## src/rtl/pwt_pkg.sv

```systemverilog
// pwt_pkg: register map, field positions, reset values and timing constants
// for the pwm timing unit; used by rtl/pwt_timing_unit.sv only via pwt_pkg::
package pwt_pkg;
    localparam int unsigned CLK_HZ = 20000000;
    // carrier counts are 16-bit integers; duty, phase and scale are 16-bit fractions with UNIT_ONE = 1.0
    localparam logic [15:0] CARRIER_MAX = 16'hFFFF;
    localparam logic [15:0] UNIT_ONE = 16'h8000;
    // register byte offsets
    localparam logic [7:0] CTRL_OFF = 8'h00;
    localparam logic [7:0] PERIOD_OFF = 8'h04;
    localparam logic [7:0] DUTY1_OFF = 8'h08;
    localparam logic [7:0] DUTY2_OFF = 8'h0C;
    localparam logic [7:0] FSCALE_OFF = 8'h10;
    localparam logic [7:0] PHASE_OFF = 8'h14;
    localparam logic [7:0] BLANK_OFF = 8'h18;
    localparam logic [7:0] TRIG_OFF = 8'h1C;
    localparam logic [7:0] STATUS_OFF = 8'h20;
    // control field positions
    localparam int CTRL_RUN = 0;
    localparam int CTRL_SYMM = 1;
    localparam int CTRL_MASTER = 2;
    localparam int CTRL_FVAR = 3;
    localparam int CTRL_PHEN = 4;
    localparam int CTRL_COMPL = 5;
    localparam int CTRL_POL = 6;
    localparam int CTRL_IDLE = 7;
    localparam int CTRL_FLT_LO = 8;
    localparam int CTRL_BURST = 10;
    localparam int CTRL_EN1 = 11;
    localparam int CTRL_EN2 = 12;
    localparam int CTRL_TUE = 13;
    localparam int CTRL_W = 14;
    // trigger field positions
    localparam int TRIG_ADC_EN = 0;
    localparam int TRIG_MID = 1;
    localparam int TRIG_TASK_EN = 2;
    localparam int TRIG_ON_OVF = 3;
    localparam int TRIG_REP_LO = 8;
    localparam int TRIG_W = 16;
    // reset values
    localparam logic [13:0] CTRL_RST = 14'h1800;
    localparam logic [15:0] PERIOD_RST = 16'h03E8;
    localparam logic [15:0] FSCALE_RST = 16'h8000;
    localparam logic [15:0] BLANK_RST = 16'h0014;
    localparam logic [15:0] TRIG_RST = 16'h0100;
    // fault state encodings
    typedef enum logic [1:0] {
        FLT_INACTIVE = 2'b00,
        FLT_ACTIVE = 2'b01,
        FLT_HIGHZ = 2'b10
    } pwt_fault_type;
    // ahb constants
    localparam logic [1:0] HTRANS_NONSEQ = 2'b10;
endpackage

```

## src/rtl/pwt_timing_unit.sv

```systemverilog
// pwt_timing_unit: pwm timing unit with carrier, two outputs, triggers
// assumes one 20 MHz clock, AHB-Lite single-slave bus, synchronous inputs
//
// Local design decisions: the AHB-Lite interface to the registers and the register addresses.
`timescale 1ns/1ps

// What this block does
// - carrier is sawtooth or symmetrical triangle
// - master sync uses master period, not own
// - frequency scale only when self synchronised
// - phase offset only when master synchronised
// - enable input low forces idle level
// - independent pair or complementary pair mode
// - two duties, two enables, shared carrier
// - polarity sets active level for all states
// - blanking delay between complementary edges
// - idle on enable, interlock or burst
// - sawtooth midpoint adc trigger tracks duty
// - sawtooth period adc trigger; none unit e
// - sawtooth task trigger at overflow
// - repetition counter gates trigger forwarding
// - symmetrical: underflow or overflow selected
// - underflow at minimum, overflow at maximum
// - burst follows master only when enabled
// - trip enters configured fault level
// - one fault state releases to high impedance
// - output active while duty exceeds carrier
// - master sync high restarts counter at zero, or at phase offset when enabled
// - scaled frequency is nominal times scale
module pwt_timing_unit
(
    input wire logic hclk,
    input wire logic hresetn,
    input wire logic hsel,
    input wire logic [31:0] haddr,
    input wire logic [1:0] htrans,
    input wire logic hwrite,
    input wire logic [2:0] hsize,
    input wire logic [31:0] hwdata,
    input wire logic hready,
    output logic [31:0] hrdata,
    output logic hreadyout,
    output logic hresp,
    input wire logic master_sync,
    input wire logic [15:0] master_period,
    input wire logic master_burst_idle,
    input wire logic interlock_en,
    input wire logic protection_trip,
    input wire logic enable1_in,
    input wire logic enable2_in,
    output logic pwm1_out,
    output logic pwm1_oe,
    output logic pwm2_out,
    output logic pwm2_oe,
    output logic adc_trigger,
    output logic task_trigger,
    output logic overflow_event,
    output logic underflow_event
);

    // ------------------------------------------------------------
    // functions
    // ------------------------------------------------------------
    // fraction of the period: value * period / one, with saturation
    function automatic logic [15:0] frac_of(input logic [15:0] value,
                                            input logic [15:0] period);
        logic [31:0] prod;
        logic [15:0] v;
        v = (value > pwt_pkg::UNIT_ONE) ? pwt_pkg::UNIT_ONE : value;
        prod = v * period;
        frac_of = prod[30:15];
    endfunction

    // ------------------------------------------------------------
    // registers and bus slave
    // ------------------------------------------------------------
    logic [13:0] ctrl, next_ctrl;
    logic [15:0] period, next_period;
    logic [15:0] duty1, next_duty1;
    logic [15:0] duty2, next_duty2;
    logic [15:0] fscale, next_fscale;
    logic [15:0] phase, next_phase;
    logic [15:0] blank, next_blank;
    logic [15:0] trig, next_trig;
    logic [31:0] next_hrdata;
    logic wr_pend, next_wr_pend;
    logic [7:0] wr_addr, next_wr_addr;
    logic fault_latched, next_fault_latched;
    logic [15:0] count, next_count;
    logic down, next_down;
    logic [7:0] rep_cnt, next_rep_cnt;
    logic [15:0] eff_period;
    logic [15:0] cmp1, cmp2;
    logic ovf, unf;
    logic sync_restart;

    always_comb
    begin
        next_ctrl = ctrl;
        next_period = period;
        next_duty1 = duty1;
        next_duty2 = duty2;
        next_fscale = fscale;
        next_phase = phase;
        next_blank = blank;
        next_trig = trig;
        next_hrdata = hrdata;
        next_wr_pend = 1'b0;
        next_wr_addr = wr_addr;
        if (wr_pend)
        begin
            if (wr_addr == pwt_pkg::CTRL_OFF)
                next_ctrl = hwdata[13:0];
            else if (wr_addr == pwt_pkg::PERIOD_OFF)
                next_period = hwdata[15:0];
            else if (wr_addr == pwt_pkg::DUTY1_OFF)
                next_duty1 = hwdata[15:0];
            else if (wr_addr == pwt_pkg::DUTY2_OFF)
                next_duty2 = hwdata[15:0];
            else if (wr_addr == pwt_pkg::FSCALE_OFF)
                next_fscale = hwdata[15:0];
            else if (wr_addr == pwt_pkg::PHASE_OFF)
                next_phase = hwdata[15:0];
            else if (wr_addr == pwt_pkg::BLANK_OFF)
                next_blank = hwdata[15:0];
            else if (wr_addr == pwt_pkg::TRIG_OFF)
                next_trig = hwdata[15:0];
        end
        if (hsel && hready && htrans == pwt_pkg::HTRANS_NONSEQ)
        begin
            next_wr_pend = hwrite;
            next_wr_addr = haddr[7:0];
            next_hrdata = 32'h0000_0000;
            if (!hwrite)
            begin
                if (haddr[7:0] == pwt_pkg::CTRL_OFF)
                    next_hrdata = {18'h00000, ctrl};
                else if (haddr[7:0] == pwt_pkg::PERIOD_OFF)
                    next_hrdata = {16'h0000, period};
                else if (haddr[7:0] == pwt_pkg::DUTY1_OFF)
                    next_hrdata = {16'h0000, duty1};
                else if (haddr[7:0] == pwt_pkg::DUTY2_OFF)
                    next_hrdata = {16'h0000, duty2};
                else if (haddr[7:0] == pwt_pkg::FSCALE_OFF)
                    next_hrdata = {16'h0000, fscale};
                else if (haddr[7:0] == pwt_pkg::PHASE_OFF)
                    next_hrdata = {16'h0000, phase};
                else if (haddr[7:0] == pwt_pkg::BLANK_OFF)
                    next_hrdata = {16'h0000, blank};
                else if (haddr[7:0] == pwt_pkg::TRIG_OFF)
                    next_hrdata = {16'h0000, trig};
                else if (haddr[7:0] == pwt_pkg::STATUS_OFF)
                    next_hrdata = {12'h000, fault_latched, down,
                                   rep_cnt[1:0], count};
            end
        end
    end

    always_ff @(posedge hclk or negedge hresetn)
    begin
        if (!hresetn)
        begin
            ctrl <= pwt_pkg::CTRL_RST;
            period <= pwt_pkg::PERIOD_RST;
            duty1 <= 16'h0000;
            duty2 <= 16'h0000;
            fscale <= pwt_pkg::FSCALE_RST;
            phase <= 16'h0000;
            blank <= pwt_pkg::BLANK_RST;
            trig <= pwt_pkg::TRIG_RST;
            hrdata <= 32'h0000_0000;
            wr_pend <= 1'b0;
            wr_addr <= 8'h00;
        end
        else
        begin
            ctrl <= next_ctrl;
            period <= next_period;
            duty1 <= next_duty1;
            duty2 <= next_duty2;
            fscale <= next_fscale;
            phase <= next_phase;
            blank <= next_blank;
            trig <= next_trig;
            hrdata <= next_hrdata;
            wr_pend <= next_wr_pend;
            wr_addr <= next_wr_addr;
        end
    end

    assign hreadyout = 1'b1;
    assign hresp = 1'b0;

    // ------------------------------------------------------------
    // carrier counter
    // ------------------------------------------------------------
    logic [31:0] scaled;
    always_comb
    begin
        scaled = 32'h0000_0000;
        if (ctrl[pwt_pkg::CTRL_MASTER])
            eff_period = master_period;
        else if (ctrl[pwt_pkg::CTRL_FVAR] && fscale != 16'h0000)
        begin
            // higher frequency is a shorter period: period / scale
            scaled = ({16'h0000, period} << 15) / {16'h0000, fscale};
            eff_period = (scaled[31:16] != 16'h0000) ? pwt_pkg::CARRIER_MAX
                       : scaled[15:0];
        end
        else
            eff_period = period;
        if (eff_period == 16'h0000)
            eff_period = 16'h0001;
    end

    // master sync restarts at zero, or at the phase offset position when enabled
    assign sync_restart = ctrl[pwt_pkg::CTRL_MASTER] && master_sync;
    assign ovf = ctrl[pwt_pkg::CTRL_RUN] && count == eff_period
               && (!ctrl[pwt_pkg::CTRL_SYMM] || !down);
    assign unf = ctrl[pwt_pkg::CTRL_RUN] && ctrl[pwt_pkg::CTRL_SYMM]
               && down && count == 16'h0000;

    always_comb
    begin
        next_count = count + 16'h0001;
        next_down = down;
        if (!ctrl[pwt_pkg::CTRL_RUN])
        begin
            next_count = 16'h0000;
            next_down = 1'b0;
        end
        else if (sync_restart)
        begin
            next_count = ctrl[pwt_pkg::CTRL_PHEN]
                       ? frac_of(phase, eff_period) : 16'h0000;
            next_down = 1'b0;
        end
        else if (!ctrl[pwt_pkg::CTRL_SYMM] && count >= eff_period)
            next_count = 16'h0000;
        else if (ctrl[pwt_pkg::CTRL_SYMM])
        begin
            next_down = down ? count != 16'h0000 : count >= eff_period;
            if (next_down)
                next_count = count - 16'h0001;
        end
    end

    // ------------------------------------------------------------
    // compare, blanking and output stage
    // ------------------------------------------------------------
    // compare values saturated to full scale
    assign cmp1 = frac_of(duty1, eff_period);
    assign cmp2 = frac_of(duty2, eff_period);

    logic raw1, raw2;
    logic dt1, dt2, next_dt1, next_dt2;
    logic [15:0] dcnt, next_dcnt;
    logic ref_q, next_ref_q;
    assign raw1 = cmp1 > count || duty1 >= pwt_pkg::UNIT_ONE;
    assign raw2 = ctrl[pwt_pkg::CTRL_COMPL] ? !raw1
                : (cmp2 > count || duty2 >= pwt_pkg::UNIT_ONE);

    // in complementary mode, on any reference edge both sides go inactive for blank cycles
    always_comb
    begin
        next_ref_q = raw1;
        next_dcnt = 16'h0000;
        next_dt1 = raw1;
        next_dt2 = raw2;
        if (ctrl[pwt_pkg::CTRL_COMPL] && raw1 != ref_q)
            next_dcnt = blank;
        else if (ctrl[pwt_pkg::CTRL_COMPL] && dcnt != 16'h0000)
            next_dcnt = dcnt - 16'h0001;
        if (ctrl[pwt_pkg::CTRL_COMPL] && (raw1 != ref_q || dcnt > 16'h0001))
        begin
            next_dt1 = 1'b0;
            next_dt2 = 1'b0;
        end
    end

    always_comb
    begin
        next_fault_latched = fault_latched;
        if (protection_trip)
            next_fault_latched = 1'b1;
        else if (!interlock_en)
            next_fault_latched = 1'b0;
    end

    logic idle1, idle2, pol, idle_act;
    logic [1:0] flt;
    logic next_p1, next_p2, next_oe1, next_oe2;
    assign pol = ctrl[pwt_pkg::CTRL_POL];
    assign idle_act = ctrl[pwt_pkg::CTRL_IDLE];
    assign flt = ctrl[pwt_pkg::CTRL_FLT_LO +: 2];
    // burst control only honoured under master sync
    assign idle1 = !enable1_in || !ctrl[pwt_pkg::CTRL_EN1] || !interlock_en
        || (ctrl[pwt_pkg::CTRL_BURST] && ctrl[pwt_pkg::CTRL_MASTER]
            && master_burst_idle);
    assign idle2 = (ctrl[pwt_pkg::CTRL_COMPL] ? !enable1_in : !enable2_in)
        || !ctrl[pwt_pkg::CTRL_EN2] || !interlock_en
        || (ctrl[pwt_pkg::CTRL_BURST] && ctrl[pwt_pkg::CTRL_MASTER]
            && master_burst_idle);

    always_comb
    begin
        // levels are active/inactive mapped through polarity
        next_p1 = (idle1 ? idle_act : dt1) ? pol : !pol;
        next_p2 = (idle2 ? idle_act : dt2) ? pol : !pol;
        next_oe1 = 1'b1;
        next_oe2 = 1'b1;
        if (fault_latched || protection_trip)
        begin
            next_p1 = (flt == pwt_pkg::FLT_ACTIVE) ? pol : !pol;
            next_p2 = next_p1;
            next_oe1 = flt != pwt_pkg::FLT_HIGHZ;
            next_oe2 = next_oe1;
        end
    end

    // ------------------------------------------------------------
    // trigger generation
    // ------------------------------------------------------------
    logic ev, mid_ev, next_adc, next_task;
    logic [7:0] rep_set;
    assign rep_set = trig[pwt_pkg::TRIG_REP_LO +: 8];
    // midpoint of on-time [0, cmp1) in sawtooth
    assign mid_ev = ctrl[pwt_pkg::CTRL_RUN] && cmp1 != 16'h0000
                  && count == {1'b0, cmp1[15:1]};
    always_comb
    begin
        if (ctrl[pwt_pkg::CTRL_SYMM])
            ev = trig[pwt_pkg::TRIG_ON_OVF] ? ovf : unf;
        else
            ev = ovf;
        next_rep_cnt = rep_cnt;
        next_adc = 1'b0;
        next_task = 1'b0;
        if (ev)
        begin
            if (rep_cnt + 8'h01 >= rep_set)
            begin
                next_rep_cnt = 8'h00;
                next_task = trig[pwt_pkg::TRIG_TASK_EN];
                next_adc = trig[pwt_pkg::TRIG_ADC_EN]
                    && (ctrl[pwt_pkg::CTRL_SYMM] || (!trig[pwt_pkg::TRIG_MID]
                        && !ctrl[pwt_pkg::CTRL_TUE]));
            end
            else
                next_rep_cnt = rep_cnt + 8'h01;
        end
        if (mid_ev && !ctrl[pwt_pkg::CTRL_SYMM] && trig[pwt_pkg::TRIG_MID]
            && trig[pwt_pkg::TRIG_ADC_EN] && rep_cnt == 8'h00)
            next_adc = 1'b1;
    end

    always_ff @(posedge hclk or negedge hresetn)
    begin
        if (!hresetn)
        begin
            count <= 16'h0000;
            down <= 1'b0;
            ref_q <= 1'b0;
            dcnt <= 16'h0000;
            dt1 <= 1'b0;
            dt2 <= 1'b0;
            fault_latched <= 1'b0;
            pwm1_out <= 1'b0;
            pwm2_out <= 1'b0;
            pwm1_oe <= 1'b0;
            pwm2_oe <= 1'b0;
            rep_cnt <= 8'h00;
            adc_trigger <= 1'b0;
            task_trigger <= 1'b0;
            overflow_event <= 1'b0;
            underflow_event <= 1'b0;
        end
        else
        begin
            count <= next_count;
            down <= next_down;
            ref_q <= next_ref_q;
            dcnt <= next_dcnt;
            dt1 <= next_dt1;
            dt2 <= next_dt2;
            fault_latched <= next_fault_latched;
            pwm1_out <= next_p1;
            pwm2_out <= next_p2;
            pwm1_oe <= next_oe1;
            pwm2_oe <= next_oe2;
            rep_cnt <= next_rep_cnt;
            adc_trigger <= next_adc;
            task_trigger <= next_task;
            overflow_event <= ovf;
            underflow_event <= unf;
        end
    end

endmodule

```

## config.mk

```make
export PLATFORM = sky130hd
export DESIGN_NAME = pwt_timing_unit
export DESIGN_NICKNAME = d
export VERILOG_FILES = /design/src/rtl/pwt_pkg.sv /design/src/rtl/pwt_timing_unit.sv
export SDC_FILE = /design/constraint.sdc
export NUM_CORES = 2
export LEC_CHECK = 0
export ABC_AREA = 1
export BUFFER_PORTS_ARGS = -buffer_cell sky130_fd_sc_hd__clkbuf_2
export CAP_MARGIN = 10
export CORE_MARGIN = 3
export CORE_UTILIZATION = 60
export CTS_CLUSTER_SIZE = 20
export DETAILED_ROUTE_END_ITERATION = 6
export GPL_TIMING_DRIVEN = 0
export PLACE_DENSITY = 0.8
export SLEW_MARGIN = 20
export SYNTH_ARGS = -nofsm -noshare
export SYNTH_HDL_FRONTEND = slang
export SYNTH_SLANG_ARGS = --single-unit
```

## constraint.sdc

```tcl
create_clock -name hclk -period 83.1 [get_ports hclk]
set_clock_uncertainty 0.1 [all_clocks]
set_input_delay 12.465 -clock hclk [delete_from_list [all_inputs] [get_ports hclk]]
set_output_delay 12.465 -clock hclk [all_outputs]
set_load 0.02 [all_outputs]
```

[Word level (Yosys, flattened, before mapping)]
Index checks and enable logic that the tools add are counted.
Word-level totals
  register bits after elaboration: 219
  input bits: 96
  output and inout bits: 42
  word-level logic and storage cells: 193
Cells by class
  add/subtract/negate cells: 4
  $mul: 3
  div/mod/pow operators: 1
  magnitude comparators: 10
  equal/unequal tests: 24
  muxes and demuxes: 53
  bitwise operators: 7
  reductions and logical operators: 65
Operator list (number)
  2-to-1 mux 16 bit: 15
  2-to-1 mux 20 bit: 10
  multiplier 16 x 16 -> 31 bit: 3
  nonzero test 16 bit: 5
  == test 8 x 5 -> 1 bit (second input constant): 8
  > comparator 16 bit (second input constant): 3
  divider 31 x 16 -> 32 bit: 1
  == test 8 x 4 -> 1 bit (second input constant): 4
  greater-or-equal comparator 16 bit (second input constant): 2
  > comparator 16 bit: 2
  logical NOT 16 bit: 2
  subtractor 16 x 1 -> 16 bit (second input constant): 2
  2-to-1 mux 1 bit: 27
  logical NOT 8 bit: 3
  logical AND 1 bit: 23
  adder 16 x 1 -> 16 bit (second input constant): 1
  == test 16 x 15 -> 1 bit: 1
  == test 16 bit: 1
  == test 8 x 3 -> 1 bit (second input constant): 2
  greater-or-equal comparator 16 bit: 1
  > comparator 16 x 1 -> 1 bit (second input constant): 1
  logical OR 1 bit: 12
  logical NOT 1 bit: 11
  AND reduction 9 bit: 1
  19 further kinds: 26

[Longest topological paths before layout]
  word-level depth: 16
  gate-level depth with buffers: 559
  depth with buffers taken out: 513

[Least setup slack after synthesis]
Ideal clock, no wire load.
  kind: register to register
  from: register fscale[0]
  to: register dcnt[10]
  library setup time: 0.096 ns
  arrival: 73.732 ns
  data required time: 82.904 ns
  path slack: 9.173 ns
  stages on the path, launching flop included: 528
  path buffers: 50
  clock period less this slack: 73.927 ns
  cells stage by stage: dfrtp_1 clkinv_1 clkbuf_1 clkbuf_1 ha_1 nand2_1 inv_1 nand2_1 nor2_1 nand2_1 nand3_1 nand2_1 inv_1 ha_1 nand2_1 nand3_1 a21o_1 nand2_1 [... 492 more ...] a21oi_1 nand2_2 nand2_1 nand3_2 xor2_2 inv_1 ha_1 nand3_1 nor3_1 nand2_1 o2111ai_1 nand2_1 nand2_1 xnor2_1 nor2_1 clkbuf_1 nand2_1 o31ai_1
Between the ends
  cells in the longest elaborated chain, start to end: 13
  elaborated cells on any way between the ends: 15
  those cells by class: mul (1); div (1); order compare (1); eq/ne (1); mux (5); reduce/logical (6)
Ends and longest elaborated chain
  from (decl): RTL line pwt_timing_unit.sv:81  | logic [15:0] fscale, next_fscale;
  from (signal assigned): RTL line pwt_timing_unit.sv:167  | fscale <= pwt_pkg::FSCALE_RST;
  from (signal assigned): RTL line pwt_timing_unit.sv:181  | fscale <= next_fscale;
  divider 31 x 16 -> 32 bit: RTL line pwt_timing_unit.sv:206  | scaled = ({16'h0000, period} << 15) / {16'h0000, fscale};
  nonzero test 16 bit: RTL line pwt_timing_unit.sv:207  | eff_period = (scaled[31:16] != 16'h0000) ? pwt_pkg::CARRIER_MAX
  2-to-1 mux 16 bit: RTL line pwt_timing_unit.sv:207
  2-to-1 mux 16 bit (*): RTL line pwt_timing_unit.sv:203  | else if (ctrl[pwt_pkg::CTRL_FVAR] && fscale != 16'h0000)
  2-to-1 mux 16 bit (*): RTL line pwt_timing_unit.sv:201  | if (ctrl[pwt_pkg::CTRL_MASTER])
  logical NOT 16 bit: RTL line pwt_timing_unit.sv:212  | if (eff_period == 16'h0000)
  2-to-1 mux 16 bit (*): RTL line pwt_timing_unit.sv:212
  multiplier 16 x 16 -> 31 bit (*): RTL line pwt_timing_unit.sv:70  | prod = v * period;
  > comparator 16 bit (*): RTL line pwt_timing_unit.sv:259  | assign raw1 = cmp1 > count || duty1 >= pwt_pkg::UNIT_ONE;
  logical OR 1 bit (*): RTL line pwt_timing_unit.sv:259
  net next_ref_q: RTL line pwt_timing_unit.sv:258  | logic ref_q, next_ref_q;
  != test 1 bit (*): RTL line pwt_timing_unit.sv:270  | if (ctrl[pwt_pkg::CTRL_COMPL] && raw1 != ref_q)
  logical AND 1 bit (*): RTL line pwt_timing_unit.sv:270
  2-to-1 mux 16 bit (*): RTL line pwt_timing_unit.sv:270
  net next_dcnt[10]: RTL line pwt_timing_unit.sv:257  | logic [15:0] dcnt, next_dcnt;
  to (signal assigned): RTL line pwt_timing_unit.sv:383  | dcnt <= next_dcnt;
  to (decl): RTL line pwt_timing_unit.sv:257
The timed path passes the listed nets; every way through them passes the cells marked *.
A chain may end at the register's enable or synchronous reset.

[Final worst setup path]
  from: register fscale[0]
  to: register dt2
Between the ends
  cells in the longest elaborated chain, start to end: 14
  elaborated cells on any way between the ends: 21
  those cells by class: mul (2); div (1); order compare (2); eq/ne (1); mux (6); reduce/logical (9)
Ends and longest elaborated chain
  divider 31 x 16 -> 32 bit: RTL line pwt_timing_unit.sv:206
  nonzero test 16 bit: RTL line pwt_timing_unit.sv:207
  2-to-1 mux 16 bit: RTL line pwt_timing_unit.sv:207
  2-to-1 mux 16 bit (*): RTL line pwt_timing_unit.sv:203
  2-to-1 mux 16 bit (*): RTL line pwt_timing_unit.sv:201
  logical NOT 16 bit: RTL line pwt_timing_unit.sv:212
  2-to-1 mux 16 bit (*): RTL line pwt_timing_unit.sv:212
  multiplier 16 x 16 -> 31 bit: RTL line pwt_timing_unit.sv:70
  > comparator 16 bit: RTL line pwt_timing_unit.sv:259
  logical OR 1 bit: RTL line pwt_timing_unit.sv:259
  != test 1 bit: RTL line pwt_timing_unit.sv:274  | if (ctrl[pwt_pkg::CTRL_COMPL] && (raw1 != ref_q || dcnt > 16'h0001))
  logical OR 1 bit: RTL line pwt_timing_unit.sv:274
  logical AND 1 bit: RTL line pwt_timing_unit.sv:274
  2-to-1 mux 1 bit (*): RTL line pwt_timing_unit.sv:274
  net next_dt2: RTL line pwt_timing_unit.sv:256  | logic dt1, dt2, next_dt1, next_dt2;
  to (signal assigned): RTL line pwt_timing_unit.sv:385  | dt2 <= next_dt2;
  to (decl): RTL line pwt_timing_unit.sv:256
Marks and branches as above.

==> results_dict.tcl <==
set metrics [dict create \
    final_cell_area_sq_um 67700 \
    die_width_microns 330 \
    finalWirelength_mm 217 \
    synth_area_leader_cell "fa_1" \
    hold_path.startpoint "wr_addr[0]$_DFFE_PN0P_" \
    layout_worst_path_cycle_share_pct 93.8 \
    status "finished, violations left" \
    clk_transition_reported_paths_ns 0.06 \
    yosysUniqueCellTypes 86 \
    crit_fanout 11 \
    sequential_share_of_the_synthesized_area_pct 8.26 \
    worst_slew_margin_rel_pct 15.0 \
    drive_gt1_share_pct 8.93 \
    period_minus_slack_ns 77.97 \
    critical_path_arrival_ns 78.30 \
    fillCellCount 9423 \
    detail_route.vias_per_cell 5.89 \
    grt_remaining_overflow 0 \
    yosys_most_used_dff "dfrtp_1" \
    worst_slew_pin_slew_ns 1.27 \
    grtUsageTotal_pct 39.2 \
    drt_iter0_markers 5705 \
    clock-root-buffer "clkbuf_16" \
    hpwlAfterDp_mm 175 \
    postCtsHoldBufs 0 \
    worstRegToRegCells 535 \
    finalMaxSlewViolations 0 \
    post_drt_wl_per_cell_microns 20.1 \
    cpPeakStageDelay_ns 0.55 \
    netlist_instances 9235 \
    clock_sinks 207 \
    placement_rows 118 \
    timing.rr.start "fscale[0]$_DFFE_PN0P_" \
    synth-edff-count 0 \
    maximum_number_of_pins_on_one_net_before_global_route_repair 94 \
    setup.worst_path.start_class "flip-flop" \
    synthesis.area_per_instance_sq_um 6.81 \
    synth_largest_type_area_fraction_pct 18.4 \
    cts-root-to-sink-buffers 3 \
    worst_r2r_setup_slack_ns 5.13 \
    num-nets-final 10800 \
    global_route_wire_length_before_repair_mm 335 \
    syn2layout_area_growth_pct 7.59 \
    maxCapViolCount 0 \
    tritoncts "built" \
    path_class "reg -> reg" \
    hold-path-endpoint "wr_addr[0]$_DFFE_PN0P_" \
    async_set_or_reset_register_ratio_after_synthesis_pct 100 \
    post_synthesis_cell_area_sq_um 62900 \
    inserted_clock_buffers 23 \
    placeableCoreArea_sq_um 104000 \
    max_freq_mhz 12.8 \
    initial_utilization_pct 60.6 \
    yosys_warnings 0 \
    cell_types_occupying_the_most_area_after_synthesis "fa_1 (18%), ha_1 (15%), nand2_1 (13%)" \
    floorplan.io_pins 138 \
    postSynthRegisterBits 207 \
    crit-reg2reg-capture "dt2$_DFF_PN0_" \
    critical-path-top-cell-by-count "nand2_1" \
    worst_setup_path_end_kind "flip-flop" \
    first_drt_pass_iteration_count 7 \
    worst_hold_depth 2 \
    total_cell_area_at_the_placement_stage_sq_um 65300 \
    clk_latency_ns 0.54 \
    grt_antenna_before_repair 11 \
    placement.io_buffers 80 \
    finalSetupViolCount 0 \
    die-area_sq_um 109000 \
    die_height_microns 330 \
    htree_levels 1 \
    slowest_stage "fa_1" \
    vias 63700 \
    post-route-drc-count 4 \
    timing.hold.worst.class "reg -> reg" \
    critical_path_required_ns 83.43 \
    final-hold-violation-count 0 \
    final_antenna_net_count 0 \
    gp_congestion 1.03 \
    grt_pass1_vias 62000 \
    violated_checks "design-rule violations" \
    synth_most_common_cell "nand2_1" \
    worstSetupStartpoint "fscale[0]$_DFFE_PN0P_" \
    synth_common_cells "nand2_1 (2,151), inv_1 (1,606), nor2_1 (782)" \
]
==> worst max-delay path by stage <==
stage / end / slack, ns / cells past startpoint
after global placement: dcnt[15]$_DFF_PN0_ / -8.37 / 524
after CTS: dcnt[10]$_DFF_PN0_ / 0.02 / 539
after detailed placement: dcnt[15]$_DFF_PN0_ / -8.96 / 527
after global routing: dt2$_DFF_PN0_ / -0.45 / 545
final: dt2$_DFF_PN0_ / 5.13 / 535
after floorplan: dcnt[10]$_DFF_PN0_ / 9.17 / 527
==> layout make-up <==
class / count / area (sq um) / share of cell area [%]
clock buffer: 31 / 656 / 0.969
inverter: 1671 / 6330 / 9.36
buffer: 271 / 1600 / 2.37
antenna: 3 / 7.51 / 0.0111
timing repair buffer: 151 / 1120 / 1.65
tap: 1380 / 1730 / 2.55
multi-input combinational: 7098 / 50900 / 75.2
sequential: 207 / 5200 / 7.68
clock inverter: 10 / 124 / 0.183
==> repair_timing <==
item                       in CTS  in global routing
pin swaps                       1                 71
setup buffers                   3                 56
setup endpoints to repair      47                 47
resized for setup              98                293
==> flip-flops by register name, indices dropped and copies added, names as in the netlist, 16 cells and up <==
name    count
hrdata     20
blank      16
count      16
dcnt       16
duty1      16
duty2      16
fscale     16
period     16
phase      16
trig       16
==> placed cells by master (no fill, tap or decap), types with 55 or more instances in the layout <==
cell / netlist / final
clkbuf_1: 197 / 162
nor2_1: 782 / 769
inv_2: 42 / 55
buf_4: 26 / 90
nand2_2: 71 / 76
dfrtp_1: 195 / 193
o21ai_0: 556 / 488
o21ai_1: 40 / 73
nor3_1: 76 / 72
nand2_1: 2151 / 2145
xor2_1: 243 / 243
fa_1: 577 / 577
a21oi_1: 501 / 469
ha_1: 732 / 717
nand4_1: 126 / 126
xnor2_1: 145 / 144
clkbuf_2: 0 / 84
inv_1: 1606 / 1587
nand3_1: 416 / 407
==> per-layer routing <==
metal | vias to the layer above | global-route usage, % | routed length, microns
met5 | - | 0 | 161
met4 | 16 | 24.4 | 16900
met3 | 809 | 8.17 | 20800
met2 | 2990 | 62.8 | 96000
met1 | 30100 | 48.4 | 83200
li1 | 29800 | - | -
==> stage by stage <==
| stage | setup TNS (ns) | std cells | hold WS [ns] | setup slack, ns | util, % |
|---|---|---|---|---|---|
| 2_1_floorplan | 0 | 9248 | 0.343 | 9.17 | - |
| 3_3_place_gp | -305.74 | 10700 | 0.358 | -8.37 | 62.7 |
| 3_5_place_dp | -333.56 | 10700 | 0.364 | -8.96 | 63.0 |
| 4_1_cts | 0 | 10800 | 0.380 | 0.0222 | 63.9 |
| 5_1_grt | -7.09 | 10800 | 0.416 | -0.452 | 65.2 |
| 6_report | 0 | 10800 | 0.381 | 5.13 | 65.2 |
==> cell families after synthesis <==
logic type	count (synthesis)	synth area share [%]
and+or+nand+nor	3914	27.6
DFF	207	8.26
muxes	3	0.0477
buffers and inverters	1943	12.3
AOI/OAI and AO/OA	1465	13.3
xor gates and xnor gates	392	5.52
adders and majority gates	1309	32.9
other	2	0.0119
==> worst max-delay path, delay by kind of cell (launching register included) <==
kind	cells	cell delay [ns]
AOI/OAI and AO/OA	165	25.95
and+or+nand+nor	224	24.33
buffers and inverters	107	14.31
adders and majority gates	37	11.88
DFF	1	0.52
xor gates and xnor gates	2	0.49
Power is not shown: default switching activity piles up to over one toggle a cycle in this logic, so the estimate is an artifact.
